--- src/inc/timer16_pkg.sv ---
package timer16_pkg;

  // Byte register map (8-bit data bus, byte addresses)
  localparam logic [3:0] ADDR_CTRL_A   = 4'h0;
  localparam logic [3:0] ADDR_CTRL_B   = 4'h1;
  localparam logic [3:0] ADDR_CNT_LO   = 4'h2;
  localparam logic [3:0] ADDR_CNT_HI   = 4'h3;
  localparam logic [3:0] ADDR_CMPA_LO  = 4'h4;
  localparam logic [3:0] ADDR_CMPA_HI  = 4'h5;
  localparam logic [3:0] ADDR_CMPB_LO  = 4'h6;
  localparam logic [3:0] ADDR_CMPB_HI  = 4'h7;
  localparam logic [3:0] ADDR_CAP_LO   = 4'h8;
  localparam logic [3:0] ADDR_CAP_HI   = 4'h9;
  localparam logic [3:0] ADDR_FLAGS    = 4'hA;
  localparam logic [3:0] ADDR_MASK     = 4'hB;
  localparam logic [3:0] ADDR_POWER    = 4'hC;

  // Control A: [1:0] mode low bits, [2] compare A pin enable,
  // [3] compare B pin enable
  localparam int CA_MODE_LO = 0;
  localparam int CA_OUTA_EN = 2;
  localparam int CA_OUTB_EN = 3;
  // Control B: [2:0] clock select, [4:3] mode high bits,
  // [6] capture edge (1 = rising), [7] noise filter enable
  localparam int CB_CS_LO   = 0;
  localparam int CB_MODE_HI = 3;
  localparam int CB_CAP_EDGE = 6;
  localparam int CB_FILT_EN = 7;

  // Flag / mask layout
  localparam int FL_OVF  = 0;
  localparam int FL_CMPA = 1;
  localparam int FL_CMPB = 2;
  localparam int FL_CAP  = 3;

  // Clock select codes
  localparam logic [2:0] CS_OFF    = 3'h0;
  localparam logic [2:0] CS_DIV1   = 3'h1;
  localparam logic [2:0] CS_DIV8   = 3'h2;
  localparam logic [2:0] CS_DIV64  = 3'h3;
  localparam logic [2:0] CS_DIV256 = 3'h4;
  localparam logic [2:0] CS_DIV1K  = 3'h5;
  localparam logic [2:0] CS_EXT_FALL = 3'h6;
  localparam logic [2:0] CS_EXT_RISE = 3'h7;

  // Peak source modes (four-bit mode field)
  localparam logic [3:0] MODE_NORMAL  = 4'h0;
  localparam logic [3:0] MODE_PWM8    = 4'h1;
  localparam logic [3:0] MODE_PWM9    = 4'h2;
  localparam logic [3:0] MODE_PWM10   = 4'h3;
  localparam logic [3:0] MODE_CTC_A   = 4'h4;
  localparam logic [3:0] MODE_CTC_CAP = 4'h5;
  localparam logic [3:0] MODE_PWM_CAP = 4'h6;
  localparam logic [3:0] MODE_PWM_A   = 4'h7;

  // Count values
  localparam logic [15:0] ZERO_FLOOR = 16'h0000;
  localparam logic [15:0] FULL_SCALE = 16'hFFFF;
  localparam logic [15:0] PEAK_8     = 16'h00FF;
  localparam logic [15:0] PEAK_9     = 16'h01FF;
  localparam logic [15:0] PEAK_10    = 16'h03FF;

  // Reset values
  localparam logic [7:0]  RST_BYTE   = 8'h00;
  localparam logic [15:0] RST_WORD   = 16'h0000;
  localparam logic        RST_POWER  = 1'b1;
  localparam logic [9:0]  RST_PRESC  = 10'h000;
  localparam logic [3:0]  RST_FILT   = 4'h0;
  localparam int          FILT_LEN   = 4;

endpackage

--- src/design/timer16.sv ---
// Behaviour
// - Counter, compares, capture are 16 bits; control registers 8 bits.
// - Every request shows as a flag and has its own mask bit.
// - Tick from prescaler or external pin edge; clock select CS_OFF stops counter.
// - Buffered compares checked continuously; matches drive output pins.
// - Each compare match sets that channel's match flag.
// - Capture edge from pin or comparator copies counter to capture unless capture is the peak.
// - Capture path has a noise-cancelling filter.
// - Peak is 0xFFFF, 0x00FF, 0x01FF, 0x03FF, compare A or capture by mode.
// - Compare A as PWM peak gives no PWM output on pin A; it stays buffered.
// - Zero floor at 0x0000, full scale at 0xFFFF.
// - One shared 8-bit high-byte holding register.
// - Low-byte write loads held high byte and low byte together.
// - Low-byte read copies the high byte into the holding register.
// - Compare reads bypass the holding register and leave it alone.
// - Counter high-byte address reaches the holding register.
// - A counter write beats a same-cycle clear or count.
`timescale 1ns/100ps
`default_nettype none
module timer16
  import timer16_pkg::*;
(
  // Clock and reset
  input  wire logic       ref_clk,
  input  wire logic       sys_rst,
  // Register port
  input  wire logic [3:0] addr,
  input  wire logic [7:0] wdata,
  input  wire logic       wr_en,
  input  wire logic       rd_en,
  output var  logic [7:0] rdata,
  // Pins
  input  wire logic       ext_count_pin,
  input  wire logic       capture_input_pin,
  input  wire logic       comparator_out,
  input  wire logic       capture_from_comparator,
  output var  logic       compare_output_pin_a,
  output var  logic       compare_output_pin_b,
  // Interrupt
  output var  logic       irq
);
  import timer16_pkg::*;

  logic [7:0]  ctrl_a_reg;
  logic [7:0]  ctrl_b_reg;
  logic [15:0] counter_value_reg;
  logic [15:0] cmp_a_reg;
  logic [15:0] cmp_b_reg;
  logic [15:0] cmp_a_buf_reg;
  logic [15:0] cmp_b_buf_reg;
  logic [15:0] capture_value_reg;
  logic [7:0]  hold_reg;
  logic [3:0]  flag_reg;
  logic [3:0]  mask_reg;
  logic        power_off_reg;
  logic [9:0]  presc_reg;
  logic [1:0]  ext_sync_reg;
  logic        ext_prev_reg;
  logic [1:0]  cap_sync_reg;
  logic [FILT_LEN-1:0] filt_reg;
  logic        cap_level_reg;
  logic        cap_prev_reg;

  logic [3:0]  mode;
  logic [2:0]  clk_sel;
  logic        tick;
  logic        running;
  logic        is_pwm;
  logic        cap_is_peak;
  logic [15:0] peak;
  logic        at_peak;
  logic        at_zero;
  logic        at_full;
  logic        match_a;
  logic        match_b;
  logic        cap_raw;
  logic        cap_edge;
  logic        cnt_wr;
  logic [3:0]  flag_set;
  logic        flag_rd;

  function automatic logic is_addr(input logic [3:0] a, input logic [3:0] t);
    is_addr = (a == t);
  endfunction

  assign mode    = {ctrl_b_reg[CB_MODE_HI +: 2], ctrl_a_reg[CA_MODE_LO +: 2]};
  assign clk_sel = ctrl_b_reg[CB_CS_LO +: 3];
  // Power-off holds every tick source, capture and compare event low
  assign running = !power_off_reg;
  assign is_pwm  = (mode == MODE_PWM8) || (mode == MODE_PWM9) ||
                   (mode == MODE_PWM10) || (mode == MODE_PWM_CAP) ||
                   (mode == MODE_PWM_A);
  assign cap_is_peak = (mode == MODE_CTC_CAP) || (mode == MODE_PWM_CAP);

  // Clock select
  always_comb
  begin
    unique case (clk_sel)
      CS_OFF:      tick = 1'b0;
      CS_DIV1:     tick = 1'b1;
      CS_DIV8:     tick = (presc_reg[2:0] == 3'h7);
      CS_DIV64:    tick = (presc_reg[5:0] == 6'h3F);
      CS_DIV256:   tick = (presc_reg[7:0] == 8'hFF);
      CS_DIV1K:    tick = (presc_reg == 10'h3FF);
      CS_EXT_FALL: tick = ext_prev_reg && !ext_sync_reg[1];
      CS_EXT_RISE: tick = !ext_prev_reg && ext_sync_reg[1];
    endcase
    tick = tick && running;
  end

  always_ff @(posedge ref_clk or posedge sys_rst)
  begin
    if (sys_rst)
      presc_reg <= RST_PRESC;
    else if (running)
      presc_reg <= presc_reg + 10'h001;
  end

  always_ff @(posedge ref_clk or posedge sys_rst)
  begin
    if (sys_rst)
    begin
      ext_sync_reg <= 2'h0;
      ext_prev_reg <= 1'b0;
    end
    else
    begin
      ext_sync_reg <= {ext_sync_reg[0], ext_count_pin};
      ext_prev_reg <= ext_sync_reg[1];
    end
  end

  // Peak selection
  always_comb
  begin
    unique case (mode)
      MODE_PWM8:    peak = PEAK_8;
      MODE_PWM9:    peak = PEAK_9;
      MODE_PWM10:   peak = PEAK_10;
      MODE_CTC_A,
      MODE_PWM_A:   peak = cmp_a_reg;
      MODE_CTC_CAP,
      MODE_PWM_CAP: peak = capture_value_reg;
      default:      peak = FULL_SCALE;
    endcase
  end

  assign at_zero = (counter_value_reg == ZERO_FLOOR);
  assign at_full = (counter_value_reg == FULL_SCALE);
  assign at_peak = (counter_value_reg == peak);
  assign match_a = (counter_value_reg == cmp_a_reg);
  assign match_b = (counter_value_reg == cmp_b_reg);
  assign cnt_wr  = wr_en && is_addr(addr, ADDR_CNT_LO);

  // Counter: up-count, wraps at peak; software write wins
  always_ff @(posedge ref_clk or posedge sys_rst)
  begin
    if (sys_rst)
      counter_value_reg <= RST_WORD;
    else if (cnt_wr)
      counter_value_reg <= {hold_reg, wdata};
    else if (tick)
      counter_value_reg <= at_peak ? ZERO_FLOOR
                                   : counter_value_reg + 16'h0001;
  end

  // Compare buffers: PWM modes load at the peak so a period never glitches
  always_ff @(posedge ref_clk or posedge sys_rst)
  begin
    if (sys_rst)
    begin
      cmp_a_buf_reg <= RST_WORD;
      cmp_b_buf_reg <= RST_WORD;
      cmp_a_reg     <= RST_WORD;
      cmp_b_reg     <= RST_WORD;
    end
    else
    begin
      if (wr_en && is_addr(addr, ADDR_CMPA_LO))
        cmp_a_buf_reg <= {hold_reg, wdata};
      if (wr_en && is_addr(addr, ADDR_CMPB_LO))
        cmp_b_buf_reg <= {hold_reg, wdata};
      if (!is_pwm || (tick && at_peak))
      begin
        cmp_a_reg <= cmp_a_buf_reg;
        cmp_b_reg <= cmp_b_buf_reg;
      end
    end
  end

  // Compare output pins
  always_ff @(posedge ref_clk or posedge sys_rst)
  begin
    if (sys_rst)
    begin
      compare_output_pin_a <= 1'b0;
      compare_output_pin_b <= 1'b0;
    end
    else if (tick)
    begin
      if (!ctrl_a_reg[CA_OUTA_EN] || mode == MODE_PWM_A)
        compare_output_pin_a <= 1'b0;
      else if (is_pwm)
        compare_output_pin_a <= at_peak ? 1'b1 : (match_a ? 1'b0
                                : compare_output_pin_a);
      else if (match_a)
        compare_output_pin_a <= !compare_output_pin_a;
      if (!ctrl_a_reg[CA_OUTB_EN])
        compare_output_pin_b <= 1'b0;
      else if (is_pwm)
        compare_output_pin_b <= at_peak ? 1'b1 : (match_b ? 1'b0
                                : compare_output_pin_b);
      else if (match_b)
        compare_output_pin_b <= !compare_output_pin_b;
    end
  end

  // Capture input: sync, optional 5-sample filter, edge detect
  assign cap_raw = capture_from_comparator ? comparator_out
                                           : cap_sync_reg[1];

  always_ff @(posedge ref_clk or posedge sys_rst)
  begin
    if (sys_rst)
    begin
      cap_sync_reg  <= 2'h0;
      filt_reg      <= RST_FILT;
      cap_level_reg <= 1'b0;
      cap_prev_reg  <= 1'b0;
    end
    else
    begin
      cap_sync_reg <= {cap_sync_reg[0], capture_input_pin};
      filt_reg     <= {filt_reg[FILT_LEN-2:0], cap_raw};
      // Filter costs FILT_LEN cycles of latency but rejects short spikes
      if (!ctrl_b_reg[CB_FILT_EN])
        cap_level_reg <= cap_raw;
      else if (&{filt_reg, cap_raw})
        cap_level_reg <= 1'b1;
      else if (!(|{filt_reg, cap_raw}))
        cap_level_reg <= 1'b0;
      cap_prev_reg <= cap_level_reg;
    end
  end

  assign cap_edge = running && (ctrl_b_reg[CB_CAP_EDGE]
                    ? (cap_level_reg && !cap_prev_reg)
                    : (!cap_level_reg && cap_prev_reg));

  // Capture register: write allowed only while it sets the peak
  always_ff @(posedge ref_clk or posedge sys_rst)
  begin
    if (sys_rst)
      capture_value_reg <= RST_WORD;
    else if (cap_is_peak)
    begin
      if (wr_en && is_addr(addr, ADDR_CAP_LO))
        capture_value_reg <= {hold_reg, wdata};
    end
    else if (cap_edge)
      capture_value_reg <= counter_value_reg;
  end

  // Holding register shared by all 16-bit registers
  always_ff @(posedge ref_clk or posedge sys_rst)
  begin
    if (sys_rst)
      hold_reg <= RST_BYTE;
    else if (wr_en && (is_addr(addr, ADDR_CNT_HI) ||
             is_addr(addr, ADDR_CMPA_HI) || is_addr(addr, ADDR_CMPB_HI) ||
             is_addr(addr, ADDR_CAP_HI)))
      hold_reg <= wdata;
    else if (rd_en && is_addr(addr, ADDR_CNT_LO))
      hold_reg <= counter_value_reg[15:8];
    else if (rd_en && is_addr(addr, ADDR_CAP_LO))
      hold_reg <= capture_value_reg[15:8];
  end

  // Flags: set wins over clear-on-read
  assign flag_set[FL_OVF]  = tick && (is_pwm ? at_zero : at_peak && at_full);
  assign flag_set[FL_CMPA] = tick && match_a;
  assign flag_set[FL_CMPB] = tick && match_b;
  assign flag_set[FL_CAP]  = cap_edge && !cap_is_peak;
  assign flag_rd = rd_en && is_addr(addr, ADDR_FLAGS);

  always_ff @(posedge ref_clk or posedge sys_rst)
  begin
    if (sys_rst)
      flag_reg <= 4'h0;
    else
      flag_reg <= (flag_rd ? 4'h0 : flag_reg) | flag_set;
  end

  assign irq = |(flag_reg & mask_reg);

  // Plain control (8-bit), mask (4-bit) and power (1-bit) registers, no ordering restrictions
  always_ff @(posedge ref_clk or posedge sys_rst)
  begin
    if (sys_rst)
    begin
      ctrl_a_reg    <= RST_BYTE;
      ctrl_b_reg    <= RST_BYTE;
      mask_reg      <= 4'h0;
      power_off_reg <= RST_POWER;
    end
    else if (wr_en)
    begin
      if (is_addr(addr, ADDR_CTRL_A))
        ctrl_a_reg <= wdata;
      if (is_addr(addr, ADDR_CTRL_B))
        ctrl_b_reg <= wdata;
      if (is_addr(addr, ADDR_MASK))
        mask_reg <= wdata[3:0];
      if (is_addr(addr, ADDR_POWER))
        power_off_reg <= wdata[0];
    end
  end

  // Read data, one cycle after the strobe
  always_ff @(posedge ref_clk or posedge sys_rst)
  begin
    if (sys_rst)
      rdata <= RST_BYTE;
    else if (rd_en)
    begin
      unique case (addr)
        ADDR_CTRL_A:  rdata <= ctrl_a_reg;
        ADDR_CTRL_B:  rdata <= ctrl_b_reg;
        ADDR_CNT_LO:  rdata <= counter_value_reg[7:0];
        ADDR_CNT_HI:  rdata <= hold_reg;
        ADDR_CMPA_LO: rdata <= cmp_a_buf_reg[7:0];
        ADDR_CMPA_HI: rdata <= cmp_a_buf_reg[15:8];
        ADDR_CMPB_LO: rdata <= cmp_b_buf_reg[7:0];
        ADDR_CMPB_HI: rdata <= cmp_b_buf_reg[15:8];
        ADDR_CAP_LO:  rdata <= capture_value_reg[7:0];
        ADDR_CAP_HI:  rdata <= hold_reg;
        ADDR_FLAGS:   rdata <= {4'h0, flag_reg};
        ADDR_MASK:    rdata <= {4'h0, mask_reg};
        ADDR_POWER:   rdata <= {7'h00, power_off_reg};
        default:      rdata <= RST_BYTE;
      endcase
    end
  end

endmodule
`default_nettype wire

--- config.mk ---
export PLATFORM = sky130hd
export DESIGN_NAME = timer16
export DESIGN_NICKNAME = d
export VERILOG_FILES = /design/src/inc/timer16_pkg.sv /design/src/design/timer16.sv
export SDC_FILE = /design/constraint.sdc
export NUM_CORES = 1
export LEC_CHECK = 0
export BUFFER_PORTS_ARGS = -buffer_cell sky130_fd_sc_hd__buf_2
export CAP_MARGIN = 40
export CORE_MARGIN = 2
export CORE_UTILIZATION = 50
export CTS_CLUSTER_DIAMETER = 50
export DETAILED_ROUTE_END_ITERATION = 10
export PLACE_DENSITY = 0.75
export SLEW_MARGIN = 30
export SYNTH_ARGS = -nofsm -noshare
export SYNTH_HDL_FRONTEND = slang
export SYNTH_SLANG_ARGS = --single-unit
--- constraint.sdc ---
create_clock -name ref_clk -period 6.59 [get_ports ref_clk]
set_input_delay 0.9885 -clock ref_clk [delete_from_list [all_inputs] [get_ports ref_clk]]
set_output_delay 0.9885 -clock ref_clk [all_outputs]
set_load 0.1 [all_outputs]
==> flow_summary.ini <==
[floorplan]
ioPinCount = 31
die-area_mm2 = 0.0186
die_y_um = 136
rows = 48
fp.dieW_um = 136
core_mm2 = 0.0172
initial_core_util = 0.508

[synthesis]
syn_area_mm2 = 0.00875
syn_avg_cell_area_um2 = 9.95
synth-edff-count = 0
synth_top_cell_area_share = 0.454
synth_top_family_by_area = simple AND/OR/NAND/NOR gates
yosysWarningCount = 0
synth_compound_area_frac = 0.131
synth-seq-cells = 160
synth_mux_area_frac = 0.151
synth_flop_cell = dfrtp_1
syn-num-nets = 904
postSynthCellCount = 880
synthTopCellsByArea = dfrtp_1 45%, mux2_2 7.3%, mux2i_1 3.9%
synth_xor_area_frac = 0.0499
synth_async_sr_flop_share = 1.00
synth_cell_types = 64
synthAdderAreaFrac = 0.00572
yosysTopAreaCell = dfrtp_1
ys_seq_area_frac = 0.457
synth-simple-area-share = 0.167

[sta]
min_period_ns = 4.04
rsz0062_at_grt = false
slew-limit-headroom = 0.532
setup_viol = 0
period_share = 0.613
tightest_slew_ns = 0.697
slew_violations = 0
fmax_mhz = 248
fin_setup_tns_ns = 0
hold_viol = 0
finClkSkew_ns = 0.0102

[setup_path]
cp_slowest_cell = dfrtp_1
crit_chain = xor2_2 -> clkbuf_8 -> mux2i_1 -> a21oi_1 -> or4_4 -> a2111oi_2 -> nand4_1 -> o21ai_4 -> buf_8 -> buf_8 -> mux2_1
regToRegStartpoint = ctrl_a_reg[1]$_DFFE_PP0P_
rrSetupSlack_ns = 2.55
path_max_fanout = 14
crit_family = simple AND/OR/NAND/NOR gates
crit_type = register to register
cp_data_arrival_time_ns = 4.35
crit_buf_inv = 3
critical-path-max-stage-delay_ns = 0.62
critPathLaunchType = register
cpMostUsedCell = buf_8
end_kind = register
critPathLaunch = ctrl_a_reg[1]$_DFFE_PP0P_
cp.required_ns = 6.90

[global_routing]
grt_pass1_vias = 6854
overflow = 0
grt_max_degree = 88
antenna_found_initial = 0
grt_pass1_wl_um = 40400
grt_use_total = 0.292

[final_layout]
nFillCells = 1442
final_net_count = 908
syn2layout_area_growth_pct = 12.0
register_area_mm2 = 0.00401
finalCoreUtilization = 0.569
drive_gt1_frac = 0.175
diodes = 0
multi_input_area_mm2 = 0.00442

[routing]
num_vias = 7167
remaining_drc_errors = 0
routedWlPerCell_um = 23.0
drt_pass1_iterations = 6
via_per_inst = 6.39
wirelength_um = 25800
ant_nets = 0
drtIter0Drc = 909

[power]
ir_drop_mv = 0.241
leakage_uw = 0.00417
power_density_mw_per_mm2 = 410

[clocking]
cts.repair.resized = 0
clkLatencyLatePin_ns = 0.44
h-tree-depth = 4
ctsHoldBuffers = 0
clockBufferDepth = 2
cts_num_sinks = 160
cts_setup_buffers = 0
cts_tree = yes
clkTransAtPathRegs_ns = 0.07
cts_buffers = 17
root_buffer = clkbuf_16

[placed_design]
dp_hpwl_um = 17800
gp_congestion = 0.982
port_buffers = 30

[worst_hold_path]
hold_class = register to register
min_from = ext_sync_reg[0]$_DFF_PP0_

[run]
maxCapViolCount = 0

[outcome]
status = finished clean
[layout make-up]
class                           count  area share
Inverter                           19     0.00779
Tap cell                          225      0.0287
Timing Repair Buffer               50      0.0378
Multi-Input combinational cell    636       0.451
Clock buffer                       17      0.0434
Sequential cell                   160       0.409
Clock inverter                     15      0.0226
[synth_stat cells (3+ instances only)]
cell type and number:
a21boi_0 3, a31oi_1 9, and3_1 15, mux2_1 30
nand3b_1 8, o311ai_0 3, a21oi_1 29, nor4b_1 3
buf_1 5, o21a_1 3, buf_6 3, a31o_2 3
ha_1 4, or3_1 9, a221oi_1 4, dfrtp_1 159
and2_1 4, nor3b_1 3, a22oi_1 13, nor4_1 18
and4_1 4, xor2_1 34, inv_1 19, mux2_2 57
nor2_1 54, or2_2 5, clkbuf_1 57, a22o_1 10
nor2b_1 8, o22ai_1 14, mux2i_1 34, nand4_1 17
nand2_1 68, nand3_1 46, o21ai_0 57, nand2b_1 4
nor3_1 16, a222oi_1 5, xnor2_1 14
[per-stage QoR]
stage / instances / area [um^2] / hold slack, ns / power [uW] / setup WS, ns
after floorplan: 880 / 8750 / 0.331 / 2510 / 1.28
after global placement: 1079 / 9000 / 0.333 / 2850 / 2.30
after detailed placement: 1086 / 9090 / 0.335 / 2910 / 2.38
after CTS: 1118 / 9740 / 0.344 / 3990 / 2.36
after global routing: 1122 / 9800 / 0.353 / 4220 / 2.33
final: 1122 / 9800 / 0.342 / 4020 / 2.55
[final timing paths]
check,to,depth (start not counted)
worst min register to register,ext_sync_reg[1]$_DFF_PP0_,0
worst max register to register,cmp_a_reg[6]$_DFFE_PP0P_,11
min in group asynchronous,cap_sync_reg[0]$_DFF_PP0_,2
worst min-delay path,ext_sync_reg[1]$_DFF_PP0_,0
max in group asynchronous,capture_value_reg[0]$_DFFE_PP0P_,4
worst max-delay path,cmp_a_reg[6]$_DFFE_PP0P_,11
[kinds of logic after synthesis]
| kind of cell | Yosys count |
|---|---|
| AOI/OAI and AO/OA | 175 |
| xor gates and xnor gates | 49 |
| buffers and inverters | 84 |
| adders and majority gates | 4 |
| and+or+nand+nor | 287 |
| muxes | 121 |
| DFF | 160 |
[cell usage in the layout, fill, tap and decap left out, types with 13 or more instances in the layout]
cell type  count
dfrtp_1      159
inv_1         18
nand3_1       46
o21ai_0       57
and3_1        15
nor2_1        53
nor4_1        18
o22ai_1       14
mux2_2        57
nand2_1       68
a22oi_1       13
a21oi_1       29
clkbuf_16     17
nor3_1        16
xnor2_1       14
nand4_1       17
mux2i_1       34
xor2_1        34
mux2_1        30
buf_2         31
[power breakdown]
part / leakage [uW] / internal, uW / switching, uW
clock network: 0.000305 / 617 / 459
registers: 0.00195 / 1290 / 448
logic: 0.00192 / 539 / 668
[layer usage]
metal	vias to the layer above	part of all wire	routed length, um	global-route usage
met5	-	0	0	0
met4	0	0.034	886	0.0990
met3	68	0.089	2310	0.0828
met2	342	0.45	11700	0.451
met1	3533	0.42	10900	0.397
li1	3224	-	-	-
Power figures use the tool's default switching activity.
